===== src/verilog/xosc_pkg.sv =====
package xosc_pkg;

   // Register map
   localparam logic [7:0]  XOSC_CTRL_ADDR = 8'h00;
   localparam logic [7:0]  XOSC_STAT_ADDR = 8'h04;
   localparam logic [7:0]  XOSC_CTRL_RST  = 8'h00;
   localparam logic [7:0]  XOSC_CTRL_WMASK = 8'haf;

   // Field positions in the control register
   localparam int XOSC_BIT_REF_EN  = 7;
   localparam int XOSC_BIT_STOP_EN = 5;
   localparam int XOSC_BIT_CAP2    = 3;
   localparam int XOSC_BIT_CAP4    = 2;
   localparam int XOSC_BIT_CAP8    = 1;
   localparam int XOSC_BIT_CAP16   = 0;

   // Start-up count in raw crystal cycles
   localparam logic [12:0] XOSC_STARTUP_CYCLES = 13'h1000;

   // AXI responses
   localparam logic [1:0]  XOSC_RESP_OKAY   = 2'h0;
   localparam logic [1:0]  XOSC_RESP_SLVERR = 2'h2;

   // Oscillator states
   typedef enum logic [1:0] {
      XOSC_OFF     = 2'b00,
      XOSC_STARTUP = 2'b01,
      XOSC_STABLE  = 2'b10,
      XOSC_EXTCLK  = 2'b11
   } xosc_state_t;

   // Clock and analog control outputs toward consumers
   typedef struct packed {
      logic       osc_clk_out;
      logic       peripheral_ref_clock;
      logic [3:0] load_cap;
      logic       crystal_output_oe;
   } xosc_out_t;

   // Whole module state
   typedef struct packed {
      logic [7:0]  ctrl;
      xosc_state_t state;
      logic [12:0] count;
      logic        startup_count_done;
      logic        raw_d1;
      logic        raw_d2;
      logic        awvalid_seen;
      logic [7:0]  awaddr;
      logic        wvalid_seen;
      logic [7:0]  wdata;
      logic        bvalid;
      logic [1:0]  bresp;
      logic        rvalid;
      logic [31:0] rdata;
      logic [1:0]  rresp;
      logic        awready;
      logic        wready;
      logic        arready;
      xosc_out_t   out;
   } xosc_regs_t;

   // Decode of a valid register offset
   function automatic logic xosc_addr_ok(input logic [7:0] addr);
      return (addr == XOSC_CTRL_ADDR) || (addr == XOSC_STAT_ADDR);
   endfunction

endpackage


===== src/verilog/xosc_ctrl.sv =====
// Notes on behaviour
// - Control bit 7 enables the peripheral reference clock; zero keeps it inactive.
// - Bit 5 keeps the reference clock running in Stop when enable preceded Stop.
// - Bits 6 and 4 read as zero and ignore writes.
// - Bits 3..0 select 2, 4, 8, 16 pF load capacitors; zero deselects.
// - Off state holds raw clock static and decouples pins, unless external mode; osc_clk_out is held static when off in external mode too.
// - Start-up begins on generate enable with internal select; output gated for 4096 cycles.
// - Enable, internal select and count done enter stable; raw clock passes through.
// - Enable without internal select buffers the input pin clock onto output.
// - In external clock mode the crystal output pin is free for general I/O.
// - Counter and done flag clear whenever generate enable is off.
// - Control register kept through low-leakage stop; very-low-leakage wake resets it.
//
// The AXI4-Lite register port was chosen for this implementation.
`timescale 1ns/1ps
module xosc_ctrl
   import xosc_pkg::*;
(
   // Clock and reset
   input  wire logic        aclk,
   input  wire logic        aresetn,
   // AXI4-Lite write address and data
   input  wire logic        s_axi_awvalid,
   output logic             s_axi_awready,
   input  wire logic [7:0]  s_axi_awaddr,
   input  wire logic        s_axi_wvalid,
   output logic             s_axi_wready,
   input  wire logic [31:0] s_axi_wdata,
   input  wire logic [3:0]  s_axi_wstrb,
   // AXI4-Lite write response
   output logic             s_axi_bvalid,
   input  wire logic        s_axi_bready,
   output logic [1:0]       s_axi_bresp,
   // AXI4-Lite read
   input  wire logic        s_axi_arvalid,
   output logic             s_axi_arready,
   input  wire logic [7:0]  s_axi_araddr,
   output logic             s_axi_rvalid,
   input  wire logic        s_axi_rready,
   output logic [31:0]      s_axi_rdata,
   output logic [1:0]       s_axi_rresp,
   // Oscillator control inputs
   input  wire logic        osc_gen_enable,
   input  wire logic        internal_osc_select,
   input  wire logic        stop_mode,
   input  wire logic        vlls_wakeup,
   // Raw clock sources, sampled as levels
   input  wire logic        raw_crystal_clock,
   input  wire logic        crystal_input_pin,
   // Clock and analog controls out
   output logic             osc_clk_out,
   output logic             peripheral_ref_clock,
   output logic [3:0]       load_cap,
   output logic             crystal_output_oe,
   output logic             startup_count_done
);

   xosc_regs_t r;
   xosc_regs_t next_r;
   logic       raw_rise;
   logic       ref_src;
   logic       do_write;
   logic [7:0] wr_val;

   // Next-state logic
   always_comb
   begin
      next_r   = r;
      raw_rise = r.raw_d1 & ~r.raw_d2;
      do_write = 1'b0;
      wr_val   = r.ctrl;

      // Raw crystal clock edge detection, static when off
      next_r.raw_d1 = raw_crystal_clock & osc_gen_enable & internal_osc_select;
      next_r.raw_d2 = r.raw_d1;

      // Oscillator state sequence
      if (!osc_gen_enable)
      begin
         next_r.state              = XOSC_OFF;
         next_r.count              = 13'h0000;
         next_r.startup_count_done = 1'b0;
      end
      else if (!internal_osc_select)
      begin
         // Done flag kept while generation stays on
         next_r.state              = XOSC_EXTCLK;
      end
      else
      begin
         case (r.state)
            XOSC_STARTUP:
            begin
               if (raw_rise)
               begin
                  next_r.count = r.count + 13'h0001;
                  if (r.count + 13'h0001 == XOSC_STARTUP_CYCLES)
                  begin
                     next_r.startup_count_done = 1'b1;
                     next_r.state              = XOSC_STABLE;
                  end
               end
            end
            XOSC_STABLE:
            begin
               next_r.startup_count_done = 1'b1;
            end
            default:
            begin
               // No recount when returning from external mode
               if (r.startup_count_done)
                  next_r.state = XOSC_STABLE;
               else
               begin
                  next_r.state              = XOSC_STARTUP;
                  next_r.count              = 13'h0000;
                  next_r.startup_count_done = 1'b0;
               end
            end
         endcase
      end

      // Output clock selection
      case (next_r.state)
         XOSC_STABLE: ref_src = r.raw_d1;
         XOSC_EXTCLK: ref_src = crystal_input_pin;
         default:     ref_src = 1'b0;
      endcase
      next_r.out.osc_clk_out = ref_src;
      // Peripheral reference gated by enable and stop settings
      next_r.out.peripheral_ref_clock = ref_src & r.ctrl[XOSC_BIT_REF_EN]
                                        & (~stop_mode | r.ctrl[XOSC_BIT_STOP_EN]);
      next_r.out.load_cap = {r.ctrl[XOSC_BIT_CAP2], r.ctrl[XOSC_BIT_CAP4],
                             r.ctrl[XOSC_BIT_CAP8], r.ctrl[XOSC_BIT_CAP16]};
      // Output pin driven only by the amplifier in crystal states
      next_r.out.crystal_output_oe = (next_r.state == XOSC_STARTUP)
                                     || (next_r.state == XOSC_STABLE);

      // Write address and data capture, either order
      if (r.awready && s_axi_awvalid)
      begin
         next_r.awvalid_seen = 1'b1;
         next_r.awaddr       = s_axi_awaddr;
         next_r.awready      = 1'b0;
      end
      if (r.wready && s_axi_wvalid)
      begin
         next_r.wvalid_seen = 1'b1;
         next_r.wdata       = s_axi_wstrb[0] ? s_axi_wdata[7:0] : r.ctrl;
         next_r.wready      = 1'b0;
      end
      if (r.awvalid_seen && r.wvalid_seen && !r.bvalid)
      begin
         next_r.bvalid       = 1'b1;
         next_r.awvalid_seen = 1'b0;
         next_r.wvalid_seen  = 1'b0;
         if (r.awaddr == XOSC_CTRL_ADDR)
         begin
            do_write     = 1'b1;
            wr_val       = r.wdata & XOSC_CTRL_WMASK;
            next_r.bresp = XOSC_RESP_OKAY;
         end
         else if (xosc_addr_ok(r.awaddr))
            next_r.bresp = XOSC_RESP_OKAY;
         else
            next_r.bresp = XOSC_RESP_SLVERR;
      end
      if (r.bvalid && s_axi_bready)
      begin
         next_r.bvalid  = 1'b0;
         next_r.awready = 1'b1;
         next_r.wready  = 1'b1;
      end

      // Read channel
      if (r.arready && s_axi_arvalid)
      begin
         next_r.arready = 1'b0;
         next_r.rvalid  = 1'b1;
         if (s_axi_araddr == XOSC_CTRL_ADDR)
         begin
            next_r.rdata = {24'h000000, r.ctrl & XOSC_CTRL_WMASK};
            next_r.rresp = XOSC_RESP_OKAY;
         end
         else if (s_axi_araddr == XOSC_STAT_ADDR)
         begin
            next_r.rdata = {29'h00000000, r.startup_count_done, r.state};
            next_r.rresp = XOSC_RESP_OKAY;
         end
         else
         begin
            next_r.rdata = 32'h00000000;
            next_r.rresp = XOSC_RESP_SLVERR;
         end
      end
      if (r.rvalid && s_axi_rready)
      begin
         next_r.rvalid  = 1'b0;
         next_r.arready = 1'b1;
      end

      // Control register update; wake from deepest stop restores reset value
      if (vlls_wakeup)
         next_r.ctrl = XOSC_CTRL_RST;
      else if (do_write)
         next_r.ctrl = wr_val;
   end

   // State register
   always_ff @(posedge aclk)
   begin
      if (!aresetn)
      begin
         r         <= '0;
         r.ctrl    <= XOSC_CTRL_RST;
         r.state   <= XOSC_OFF;
         r.awready <= 1'b1;
         r.wready  <= 1'b1;
         r.arready <= 1'b1;
      end
      else
         r <= next_r;
   end

   // Outputs straight from flip-flops
   assign s_axi_awready        = r.awready;
   assign s_axi_wready         = r.wready;
   assign s_axi_bvalid         = r.bvalid;
   assign s_axi_bresp          = r.bresp;
   assign s_axi_arready        = r.arready;
   assign s_axi_rvalid         = r.rvalid;
   assign s_axi_rdata          = r.rdata;
   assign s_axi_rresp          = r.rresp;
   assign osc_clk_out          = r.out.osc_clk_out;
   assign peripheral_ref_clock = r.out.peripheral_ref_clock;
   assign load_cap             = r.out.load_cap;
   assign crystal_output_oe    = r.out.crystal_output_oe;
   assign startup_count_done   = r.startup_count_done;

endmodule


===== config.mk =====
export PLATFORM = sky130hd
export DESIGN_NAME = xosc_ctrl
export DESIGN_NICKNAME = d
export VERILOG_FILES = /design/src/verilog/xosc_pkg.sv /design/src/verilog/xosc_ctrl.sv
export SDC_FILE = /design/constraint.sdc
export NUM_CORES = 1
export LEC_CHECK = 0
export ABC_CLOCK_PERIOD_IN_PS = 4000
export BUFFER_PORTS_ARGS = -buffer_cell sky130_fd_sc_hd__buf_2
export CORE_MARGIN = 8
export CORE_UTILIZATION = 50
export DETAILED_ROUTE_END_ITERATION = 16
export GPL_TIMING_DRIVEN = 1
export PLACE_DENSITY = 0.81
export SLEW_MARGIN = 20
export SYNTH_ARGS = -nofsm -noshare
export SYNTH_HDL_FRONTEND = slang
export SYNTH_SLANG_ARGS = --single-unit

===== constraint.sdc =====
create_clock -name aclk -period 4 [get_ports aclk]
set_input_delay 1.2 -clock aclk [delete_from_list [all_inputs] [get_ports aclk]]
set_output_delay 1.2 -clock aclk [all_outputs]
set_load 0.02 [all_outputs]

==> results.ini, run 1 <==
[worst_setup_path]
crit_fanout=9
slowest_stage=or4_4
slowest_delay_ns=0.58
rrSetupSlack_ns=1.20
end_kind=flip-flop
start_kind=flip-flop
cp_top_family=simple AND/OR/NAND/NOR gates
crit_required_ns=4.24
crit_buf_inv=0
r2r-start=r[72]
crit_chain=nand4_1 -> nor4_2 -> a31oi_1 -> or4_4 -> o21a_1 -> ha_1 -> a22oi_1 -> nor2b_1 -> and3_1
criticalPathCategory=reg -> reg
crit_arrival_ns=3.03
cp-startpoint=r[72]

[sta]
fin_crit_ns=2.80
whs_ns=0.463
setup_viol=0
worst_slew_pin_slew_ns=0.650
fin_crit_sh=0.699
fin_ws_ns=1.20
max_freq_mhz=357
slew_headroom=0.561
tns_ns=0
rsz0062_at_grt=no
slew_violations=0
skew_ns=0.00684
final-hold-violation-count=0

[yosys]
ys.flop_type=dfxtp_1
ys_async_sr_fraction=0
synth_cells=360
synthesis.area_um2=3070
yosysWarnings=0
synth-seq-area-share=0.392
synth-seq-cells=60
postSynthAreaPerCell_um2=8.52
synth_cell_types=43
synth_edf_count=0

[clock_network]
cts_buffers=9
clkLatencyLatePin_ns=0.33
post-cts-setup-buffers=0
clock_path_buffers=2
cts_resized=0
cts_tree=done
h-tree-depth=3
path_clk_slew_ns=0.07
hold_buffers=0
cts-root-buf=clkbuf_8
clock-sinks=60

[pwr]
p_sw_mw=0.344
p_sw_frac=0.271
clkPwrFrac=0.392
combinationalPowerShare=0.113
power.density_nw_per_um2=377
vdd_drop_max_uv=290
leakage_nw=1.56
seqPwrFrac=0.495
intPower_mw=0.927

[route]
first_pass_iters=4
routed_wl_um=6540
route.detailed.vias_per_inst=5.22
drt_iter0_drc=167
routedWlPerCell_um=13.6
drc=0
ant_nets=0
vias=2507

[finish]
area_growth_pct=9.87
nets=470
antenna_cells=0
drive_above_1_share=0.185

[placement]
dpl.hpwl_um=4830
dpl_worst_slack_ns=1.21
numPortBuffers=56
gp_congestion=0.862

[hold_path]
hp-class=reg -> reg
hold_start=r[60]

[flow_run]
drv_cap=0

[floorplanning]
row_count=28
core-area_um2=5920
pin_count=114
chipWidth_um=94.3
die_h_um=94.3
initial_core_util=0.518
die_area_um2=8900

[global_route]
grt_start_max_net_pins=40
grt_pass1_wl_um=10800
grt_pass1_vias=2365
grt_antenna_before_repair=0
globalRoute.totalOverflow=0
grtUsageTotal=0.152

[status]
status=complete, no violations

[flip-flops by register name (all words and copies together), names as in the netlist, 4 cells and up, named ones only]
| signal | count |
|---|---|
| load_cap | 4 |
| r | 34 |
| next_r | 5 |
| s_axi_rdata | 6 |
[cell type report]
type                    count  area [µm²]
clock buffers              11         151
multi-input cells         264        1570
inverters                   8        30.0
repair buffers             57         288
clock inverters             5        36.3
fillers                   549        2550
flip-flops and latches     60        1200
well taps                  75        93.8
[cells by family (layout without fill, tap and decap cells)]
group	count (synthesis)	in the layout	share of synthesized area
compound gates	78	78	0.164
fa+ha+maj	5	5	0.0204
other cells	1	28	0.00122
flops	60	60	0.392
xor+xnor	2	2	0.00571
mux	16	16	0.0522
buf+inv	63	81	0.130
simple gates	135	135	0.235
[final timing paths]
kind	to	cells after the start
setup / recovery	peripheral_ref_clock	9
hold / removal	r[60]	2
setup reg to reg	peripheral_ref_clock	9
hold reg to reg	r[60]	2
[synthesized netlist by cell type (5+ instances only)]
cell type / count / area (µm²)
nand3_1: 7 / 35.0
dfxtp_1: 60 / 1200
o211a_1: 9 / 90.1
nor2_1: 23 / 86.3
and2_1: 12 / 75.1
inv_1: 8 / 30.0
mux2i_1: 16 / 160
o21ai_0: 22 / 110
nand2_1: 38 / 143
a21boi_0: 11 / 82.6
ha_1: 5 / 62.6
nor2b_1: 7 / 43.8
a21oi_1: 19 / 95.1
clkbuf_1: 13 / 48.8
nand2b_1: 12 / 75.1
nor3_1: 5 / 25.0
buf_4: 41 / 308
[worst register-to-register path, delay by kind of cell (launching register included)]
kind | cells | cell delay [ns]
adders and majority gates | 1 | 0.20
and+or+nand+nor | 5 | 1.54
AOI/OAI and AO/OA | 3 | 0.52
DFF | 1 | 0.44
[power groups by stage]
stage,Clock (mW),Sequential [mW],Combinational (mW)
after floorplan,0,0.647,0.118
after global placement,0,0.642,0.138
after detailed placement,0,0.643,0.142
after CTS,0.512,0.629,0.143
after global routing,0.540,0.631,0.159
final,0.498,0.629,0.143
[through the flow]
stage | utilization | cells | instance area, µm² | total power, mW
2_1_floorplan | - | 387 | 3170 | 0.764
3_3_place_gp | 0.538 | 464 | 3180 | 0.780
3_5_place_dp | 0.538 | 464 | 3180 | 0.785
4_1_cts | 0.569 | 480 | 3370 | 1.28
5_1_grt | 0.569 | 480 | 3370 | 1.33
6_report | 0.569 | 480 | 3370 | 1.27
[routing by layer]
layer  GRT usage  up-vias  wire length, µm
met3      0.0579       11              511
li1            -     1264                -
met2       0.245       83             3120
met4      0.0713        0              123
met5           0        -                0
met1       0.173     1149             2790
[layout by cell type (no fill, tap or decap), types with 11 or more instances in the layout]
cell type  count
conb_1        28
and2_1        12
nand2b_1      12
o21ai_0       22
buf_2         56
a21boi_0      11
a21oi_1       19
nand2_1       38
dfxtp_1       60
mux2i_1       16
nor2_1        23
clkbuf_8      11
No activity file was read; power rests on OpenSTA's default activity.
==> run 2: changes to the inputs <==
--- a/config.mk
+++ b/config.mk
@@ -5,13 +5,13 @@
 export SDC_FILE = /design/constraint.sdc
 export NUM_CORES = 1
 export LEC_CHECK = 0
-export ABC_CLOCK_PERIOD_IN_PS = 4000
+export ABC_CLOCK_PERIOD_IN_PS = 2500
 export BUFFER_PORTS_ARGS = -buffer_cell sky130_fd_sc_hd__buf_2
 export CORE_MARGIN = 8
-export CORE_UTILIZATION = 50
+export CORE_UTILIZATION = 45
 export DETAILED_ROUTE_END_ITERATION = 16
 export GPL_TIMING_DRIVEN = 1
-export PLACE_DENSITY = 0.81
+export PLACE_DENSITY = 0.77
 export SLEW_MARGIN = 20
 export SYNTH_ARGS = -nofsm -noshare
 export SYNTH_HDL_FRONTEND = slang
==> constraint.sdc (replaced) <==
create_clock -name aclk -period 2.5 [get_ports aclk]
set_input_delay 0.75 -clock aclk [delete_from_list [all_inputs] [get_ports aclk]]
set_output_delay 0.75 -clock aclk [all_outputs]
set_load 0.02 [all_outputs]
==> results.ini, run 2 (synthesis results as in run 1) <==
[worst_setup_path]
cp-startpoint=r[72]
slowest_stage=or4_4
end_kind=flip-flop
crit_end=peripheral_ref_clock
slowest_delay_ns=0.60  ; +0.02 ns
r2r-start=r[72]
crit_chain=or4_4 -> a21oi_2 -> a41oi_2 -> or4_4 -> o21a_1 -> ha_2 -> a22oi_2 -> nor2b_2 -> and3_1
crit_required_ns=2.74  ; -1.50 ns
path_common_cell=or4_4
crit_arrival_ns=2.76  ; -0.27 ns
rrSetupSlack_ns=-0.02  ; -1.23 ns
r2r_end=peripheral_ref_clock
crit_fanout=4  ; -5
r2r.worst_path.cells=9  ; unchanged
criticalPathCategory=reg -> reg
start_kind=flip-flop

[floorplanning]
die_h_um=98.6  ; +4.5%
core-area_um2=6680  ; +13%
initial_core_util=0.459  ; -0.0590
pin_count=114  ; unchanged
chipWidth_um=98.6  ; +4.5%
die_area_um2=9720  ; +9.2%
row_count=30  ; +7.1%

[sta]
setup_viol=1  ; +1
max_freq_mhz=396  ; +11%
whs_ns=0.463  ; -0.000215 ns
fin_crit_sh=1.01  ; +0.310
fin_crit_ns=2.52  ; -0.273 ns
fin_ws_ns=-0.0249  ; -1.23 ns
slew_violations=0  ; unchanged
rsz0062_at_grt=yes
skew_ns=0.00572  ; -0.00112 ns
final-hold-violation-count=0  ; unchanged

[clock_network]
hold_buffers=0  ; unchanged
clkLatencyLatePin_ns=0.34  ; about the same
cts-root-buf=clkbuf_8
cts_buffers=9  ; unchanged
clock-sinks=60  ; unchanged
path_clk_slew_ns=0.07  ; about the same
h-tree-depth=3  ; unchanged
cts_tree=done
clock_path_buffers=2  ; unchanged

[global_route]
grt_util_met2=0.246  ; +0.00139
grt_use_met3=0.0486  ; -0.00931
grtUsageTotal=0.150  ; -0.00139
grt_pass1_wl_um=12000  ; +12%
grt_antenna_before_repair=0  ; unchanged
grt_start_max_net_pins=30  ; -25%
grt_pass1_vias=2652  ; +12%
grt_busiest_layer=met2
met1_usage=0.174  ; +0.00159
globalRoute.totalOverflow=0  ; unchanged

[pwr]
p_sw_mw=0.544  ; +58%
vdd_drop_max_uv=366  ; +26%
intPower_mw=1.59  ; +71%
combinationalPowerShare=0.111  ; -0.002
power.density_nw_per_um2=594  ; +58%
finalPower_mw=2.13  ; +68%
p_sw_frac=0.256  ; -0.0150
leakage_nw=1.69  ; +8.5%
clkPwrFrac=0.415  ; +0.023
seqPwrFrac=0.473  ; -0.022

[finish]
drive_above_1_share=0.252  ; +0.0666
instances_no_fill=505  ; +5.2%
finish.utilization=0.537  ; -0.0322
fin_area_um2=3590  ; +6.5%
final_common_cell=buf_2
area_growth_pct=17.0
final_cell_mix=56 x buf_2, 55 x dfxtp_1, 38 x nand2_1
top_register=r
fillCellCount=628  ; +14%
antenna_cells=0  ; unchanged
nets=490  ; +4.3%
largest_reg_flops=34  ; unchanged

[route]
route.detailed.vias_per_inst=5.20  ; -0.36%
vias=2628  ; +4.8%
routed_wl_um=7100  ; +8.6%
drt_iter0_drc=160  ; -4.2%
drc=0  ; unchanged
first_pass_iters=4  ; unchanged
ant_nets=0  ; unchanged
routedWlPerCell_um=14.1  ; +3.2%

[status]
violations=setup timing
status=finished, violations left

[placement]
gp_congestion=0.845  ; -1.9%
place_area_um2=3330  ; +4.7%
dpl.hpwl_um=5310  ; +10%
dp.cells=488  ; +5.2%
numPortBuffers=56  ; unchanged

[flow_run]
drv_cap=0  ; unchanged

[hold_path]
hold_start=r[60]
hp-class=reg -> reg

-- run 2: changes by cell type in the layout (fill, tap and decap cells not counted), moves of 2 or more --
cell and change:
ha_2 +2, dfxtp_1 -5, clkinvlp_4 -2, buf_4 +20, dfxtp_2 +5, ha_1 -2
-- run 2: layout make-up --
type | instances | area [µm²] | area share
well taps | 80 | 100 | 0.0279
inverters | 8 | 30.0 | 0.00837
repair buffers | 77 | 438 | 0.122
flip-flops and latches | 60 | 1210 | 0.336
multi-input cells | 264 | 1610 | 0.449
clock inverters | 4 | 47.5 | 0.0132
clock buffers | 12 | 155 | 0.0432
-- run 2: critical path, delay by kind of cell (launching register included) --
family / cells / cell delay [ns]
AND/OR/NAND/NOR: 4 / 1.36
flip-flops: 1 / 0.34
adder cells (fa/ha/maj): 1 / 0.18
AO/OA/AOI/OAI: 4 / 0.55
-- run 2: stage by stage --
| step | setup slack (ns) | TNS, ns |
|---|---|---|
| 6_report | -0.0249 | -0.0249 |
| 5_1_grt | -0.0695 | -0.0695 |
| 4_1_cts | 0.00278 | 0 |
| 3_5_place_dp | -0.0317 | -0.0317 |
| 3_3_place_gp | 0.0162 | 0 |
| 2_1_floorplan | 0.0274 | 0 |
-- run 2: power groups by stage --
stage / registers (mW) / logic [mW] / clock network, mW
after floorplan: 1.03 / 0.189 / 0
after CTS: 1.01 / 0.234 / 0.903
after detailed placement: 1.03 / 0.233 / 0
final: 1.01 / 0.237 / 0.885
after global placement: 1.03 / 0.226 / 0
after global routing: 1.01 / 0.264 / 0.950
-- run 2: routing by layer --
layer / up-vias / part of all wire / wire [µm]
met4: 0 / 0.017 / 124
met2: 75 / 0.48 / 3380
met3: 13 / 0.062 / 443
li1: 1314 / - / -
met5: - / 0 / 0
met1: 1226 / 0.44 / 3160
-- run 2: how the worst min path moves through the flow --
stage	endpoint	slack, ns	depth (start not counted)
floorplan	r[63]	0.44	2
global placement	r[57]	0.45	2
detailed placement	r[60]	0.46	2
CTS	r[60]	0.46	2
global route	r[60]	0.50	2
finish	r[60]	0.46	2
-- run 2: what timing repair did --
| action | 4_1_cts | 5_1_grt |
|---|---|---|
| pin swaps | 1 | 3 |
| gates resized for setup | 3 | 11 |
| setup endpoints to repair | 1 | 2 |
| buffers inserted | 1 | 0 |
==> run 3: changes to the inputs <==
--- a/config.mk
+++ b/config.mk
@@ -5,14 +5,16 @@
 export SDC_FILE = /design/constraint.sdc
 export NUM_CORES = 1
 export LEC_CHECK = 0
-export ABC_CLOCK_PERIOD_IN_PS = 2500
+export ABC_CLOCK_PERIOD_IN_PS = 2200
 export BUFFER_PORTS_ARGS = -buffer_cell sky130_fd_sc_hd__buf_2
 export CORE_MARGIN = 8
 export CORE_UTILIZATION = 45
 export DETAILED_ROUTE_END_ITERATION = 16
+export GPL_ROUTABILITY_DRIVEN = 0
 export GPL_TIMING_DRIVEN = 1
 export PLACE_DENSITY = 0.77
 export SLEW_MARGIN = 20
 export SYNTH_ARGS = -nofsm -noshare
 export SYNTH_HDL_FRONTEND = slang
 export SYNTH_SLANG_ARGS = --single-unit
+export TNS_END_PERCENT = 30
==> constraint.sdc (replaced) <==
create_clock -name aclk -period 2.2 [get_ports aclk]
set_input_delay 0.66 -clock aclk [delete_from_list [all_inputs] [get_ports aclk]]
set_output_delay 0.66 -clock aclk [all_outputs]
set_load 0.02 [all_outputs]
==> results.ini, run 3 (synthesis results as in run 1) <==
[status]
status=finished, violations left
violations=setup timing

[sta]
max_freq_mhz=419  ; +5.8%
slew_violations=0  ; unchanged
rsz0062_at_grt=yes
tns_ns=-0.346  ; -0.321 ns
fin_crit_sh=1.08  ; +0.0743
fin_crit_ns=2.39  ; -0.140 ns
final-hold-violation-count=0  ; unchanged
skew_ns=0.00788  ; +0.00216 ns
setup_viol=2  ; +1
fin_ws_ns=-0.185  ; -0.160 ns

[route]
first_pass_iters=4  ; unchanged
drt_iter0_drc=135  ; -16%
routed_wl_um=7060  ; -0.56%
ant_nets=0  ; unchanged
drc=0  ; unchanged
vias=2683  ; +2.1%
routedWlPerCell_um=13.7  ; -2.9%
route.detailed.vias_per_inst=5.19  ; -0.28%

[global_route]
grt_util_met2=0.244  ; -0.00262
grt_start_max_net_pins=24  ; -20%
grt_pass1_vias=2610  ; -1.6%
globalRoute.totalOverflow=0  ; unchanged
met1_usage=0.165  ; -0.00960
grt_busiest_layer=met2
grt_use_met3=0.0430  ; -0.00564
grtUsageTotal=0.148  ; -0.00191
grt_pass1_wl_um=11700  ; -2.5%
grt_antenna_before_repair=0  ; unchanged

[clock_network]
clock_path_buffers=2  ; unchanged
hold_buffers=0  ; unchanged
path_clk_slew_ns=0.06  ; about the same
cts_buffers=9  ; unchanged
clkLatencyLatePin_ns=0.34  ; about the same
clock-sinks=60  ; unchanged
cts_tree=done
h-tree-depth=3  ; unchanged
cts-root-buf=clkbuf_8

[placement]
dp.cells=501  ; +2.7%
dpl.hpwl_um=5290  ; -0.39%
numPortBuffers=56  ; unchanged
dpl_worst_slack_ns=-0.215  ; -0.184 ns

[pwr]
p_sw_frac=0.264  ; +0.00840
combinationalPowerShare=0.122  ; +0.011
finalPower_mw=2.30  ; +7.8%
p_sw_mw=0.606  ; +11%
power.density_nw_per_um2=629  ; +5.9%
leakage_nw=1.75  ; +3.4%
clkPwrFrac=0.379  ; -0.036
seqPwrFrac=0.498  ; +0.025
vdd_drop_max_uv=610  ; +67%
intPower_mw=1.69  ; +6.6%

[worst_setup_path]
crit_required_ns=2.44  ; -0.30 ns
criticalPathCategory=reg -> reg
r2r.worst_path.cells=9  ; unchanged
crit_fanout=6  ; +2
crit_arrival_ns=2.62  ; -0.14 ns
end_kind=flip-flop
start_kind=flip-flop

[finish]
top_register=r
fillCellCount=616  ; -1.9%
antenna_cells=0  ; unchanged
nets=503  ; +2.7%
drive_above_1_share=0.270  ; +0.0183
area_growth_pct=19.0
final_common_cell=buf_2
final_cell_mix=56 x buf_2, 54 x dfxtp_1, 37 x nand2_1
instances_no_fill=517  ; +2.4%
largest_reg_flops=34  ; unchanged

[floorplanning]
chipWidth_um=98.6  ; unchanged
row_count=30  ; unchanged
initial_core_util=0.459  ; unchanged
pin_count=114  ; unchanged
die_area_um2=9720  ; unchanged
die_h_um=98.6  ; unchanged
core-area_um2=6680  ; unchanged

[hold_path]
min_path_cells=2  ; unchanged
hp-class=reg -> reg

[flow_run]
drv_cap=0  ; unchanged

[run 3: critical path: stages (launching register included)]
cell	delay [ns]
dfxtp_2	0.33
or4_1	0.52
a21oi_1	0.13
a41oi_1	0.06
or4_4	0.49
o21a_1	0.20
ha_2	0.18
a22oi_2	0.16
nor2b_1	0.07
and3_1	0.15
[run 3: worst paths after layout]
path / startpoint / to / slack [ns]
setup / recovery: r[75] / peripheral_ref_clock / -0.19
hold / removal: r[63] / r[63] / 0.46
setup reg to reg: r[75] / peripheral_ref_clock / -0.19
hold reg to reg: r[63] / r[63] / 0.46
[run 3: what timing repair did]
item,in CTS,in global routing
buffers inserted,1,0
cloned,0,0
setup endpoints to repair,8,4
pin swaps,1,1
gates resized for setup,4,5
[run 3: area by class of cell]
cell class	instances	area, µm²	area share
tap	80	100	0.0274
clock buffer	13	159	0.0435
multi-input combinational	264	1610	0.440
sequential	60	1210	0.332
clock inverter	2	10.0	0.00274
timing repair buffer	90	536	0.147
inverter	8	30.0	0.00822
[run 3: per-stage QoR]
| stage | hold slack [ns] | utilization | instance area (µm²) |
|---|---|---|---|
| 2_1_floorplan | 0.438 | - | 3210 |
| 3_3_place_gp | 0.446 | 0.516 | 3450 |
| 3_5_place_dp | 0.456 | 0.516 | 3450 |
| 4_1_cts | 0.465 | 0.544 | 3630 |
| 5_1_grt | 0.491 | 0.546 | 3650 |
| 6_report | 0.462 | 0.546 | 3650 |
[run 3: metal layers]
metal / share of wire / up-vias
met4: 0.026 / 0
met3: 0.064 / 14
met2: 0.48 / 82
li1: - / 1335
met5: 0 / -
met1: 0.43 / 1252
[run 3: power groups by stage]
stage | Combinational (mW) | Clock, mW | Sequential [mW]
after global placement | 0.268 | 0 | 1.17
after detailed placement | 0.276 | 0 | 1.17
final | 0.281 | 0.871 | 1.14
after floorplan | 0.215 | 0 | 1.18
after CTS | 0.278 | 0.888 | 1.14
after global routing | 0.312 | 0.930 | 1.15
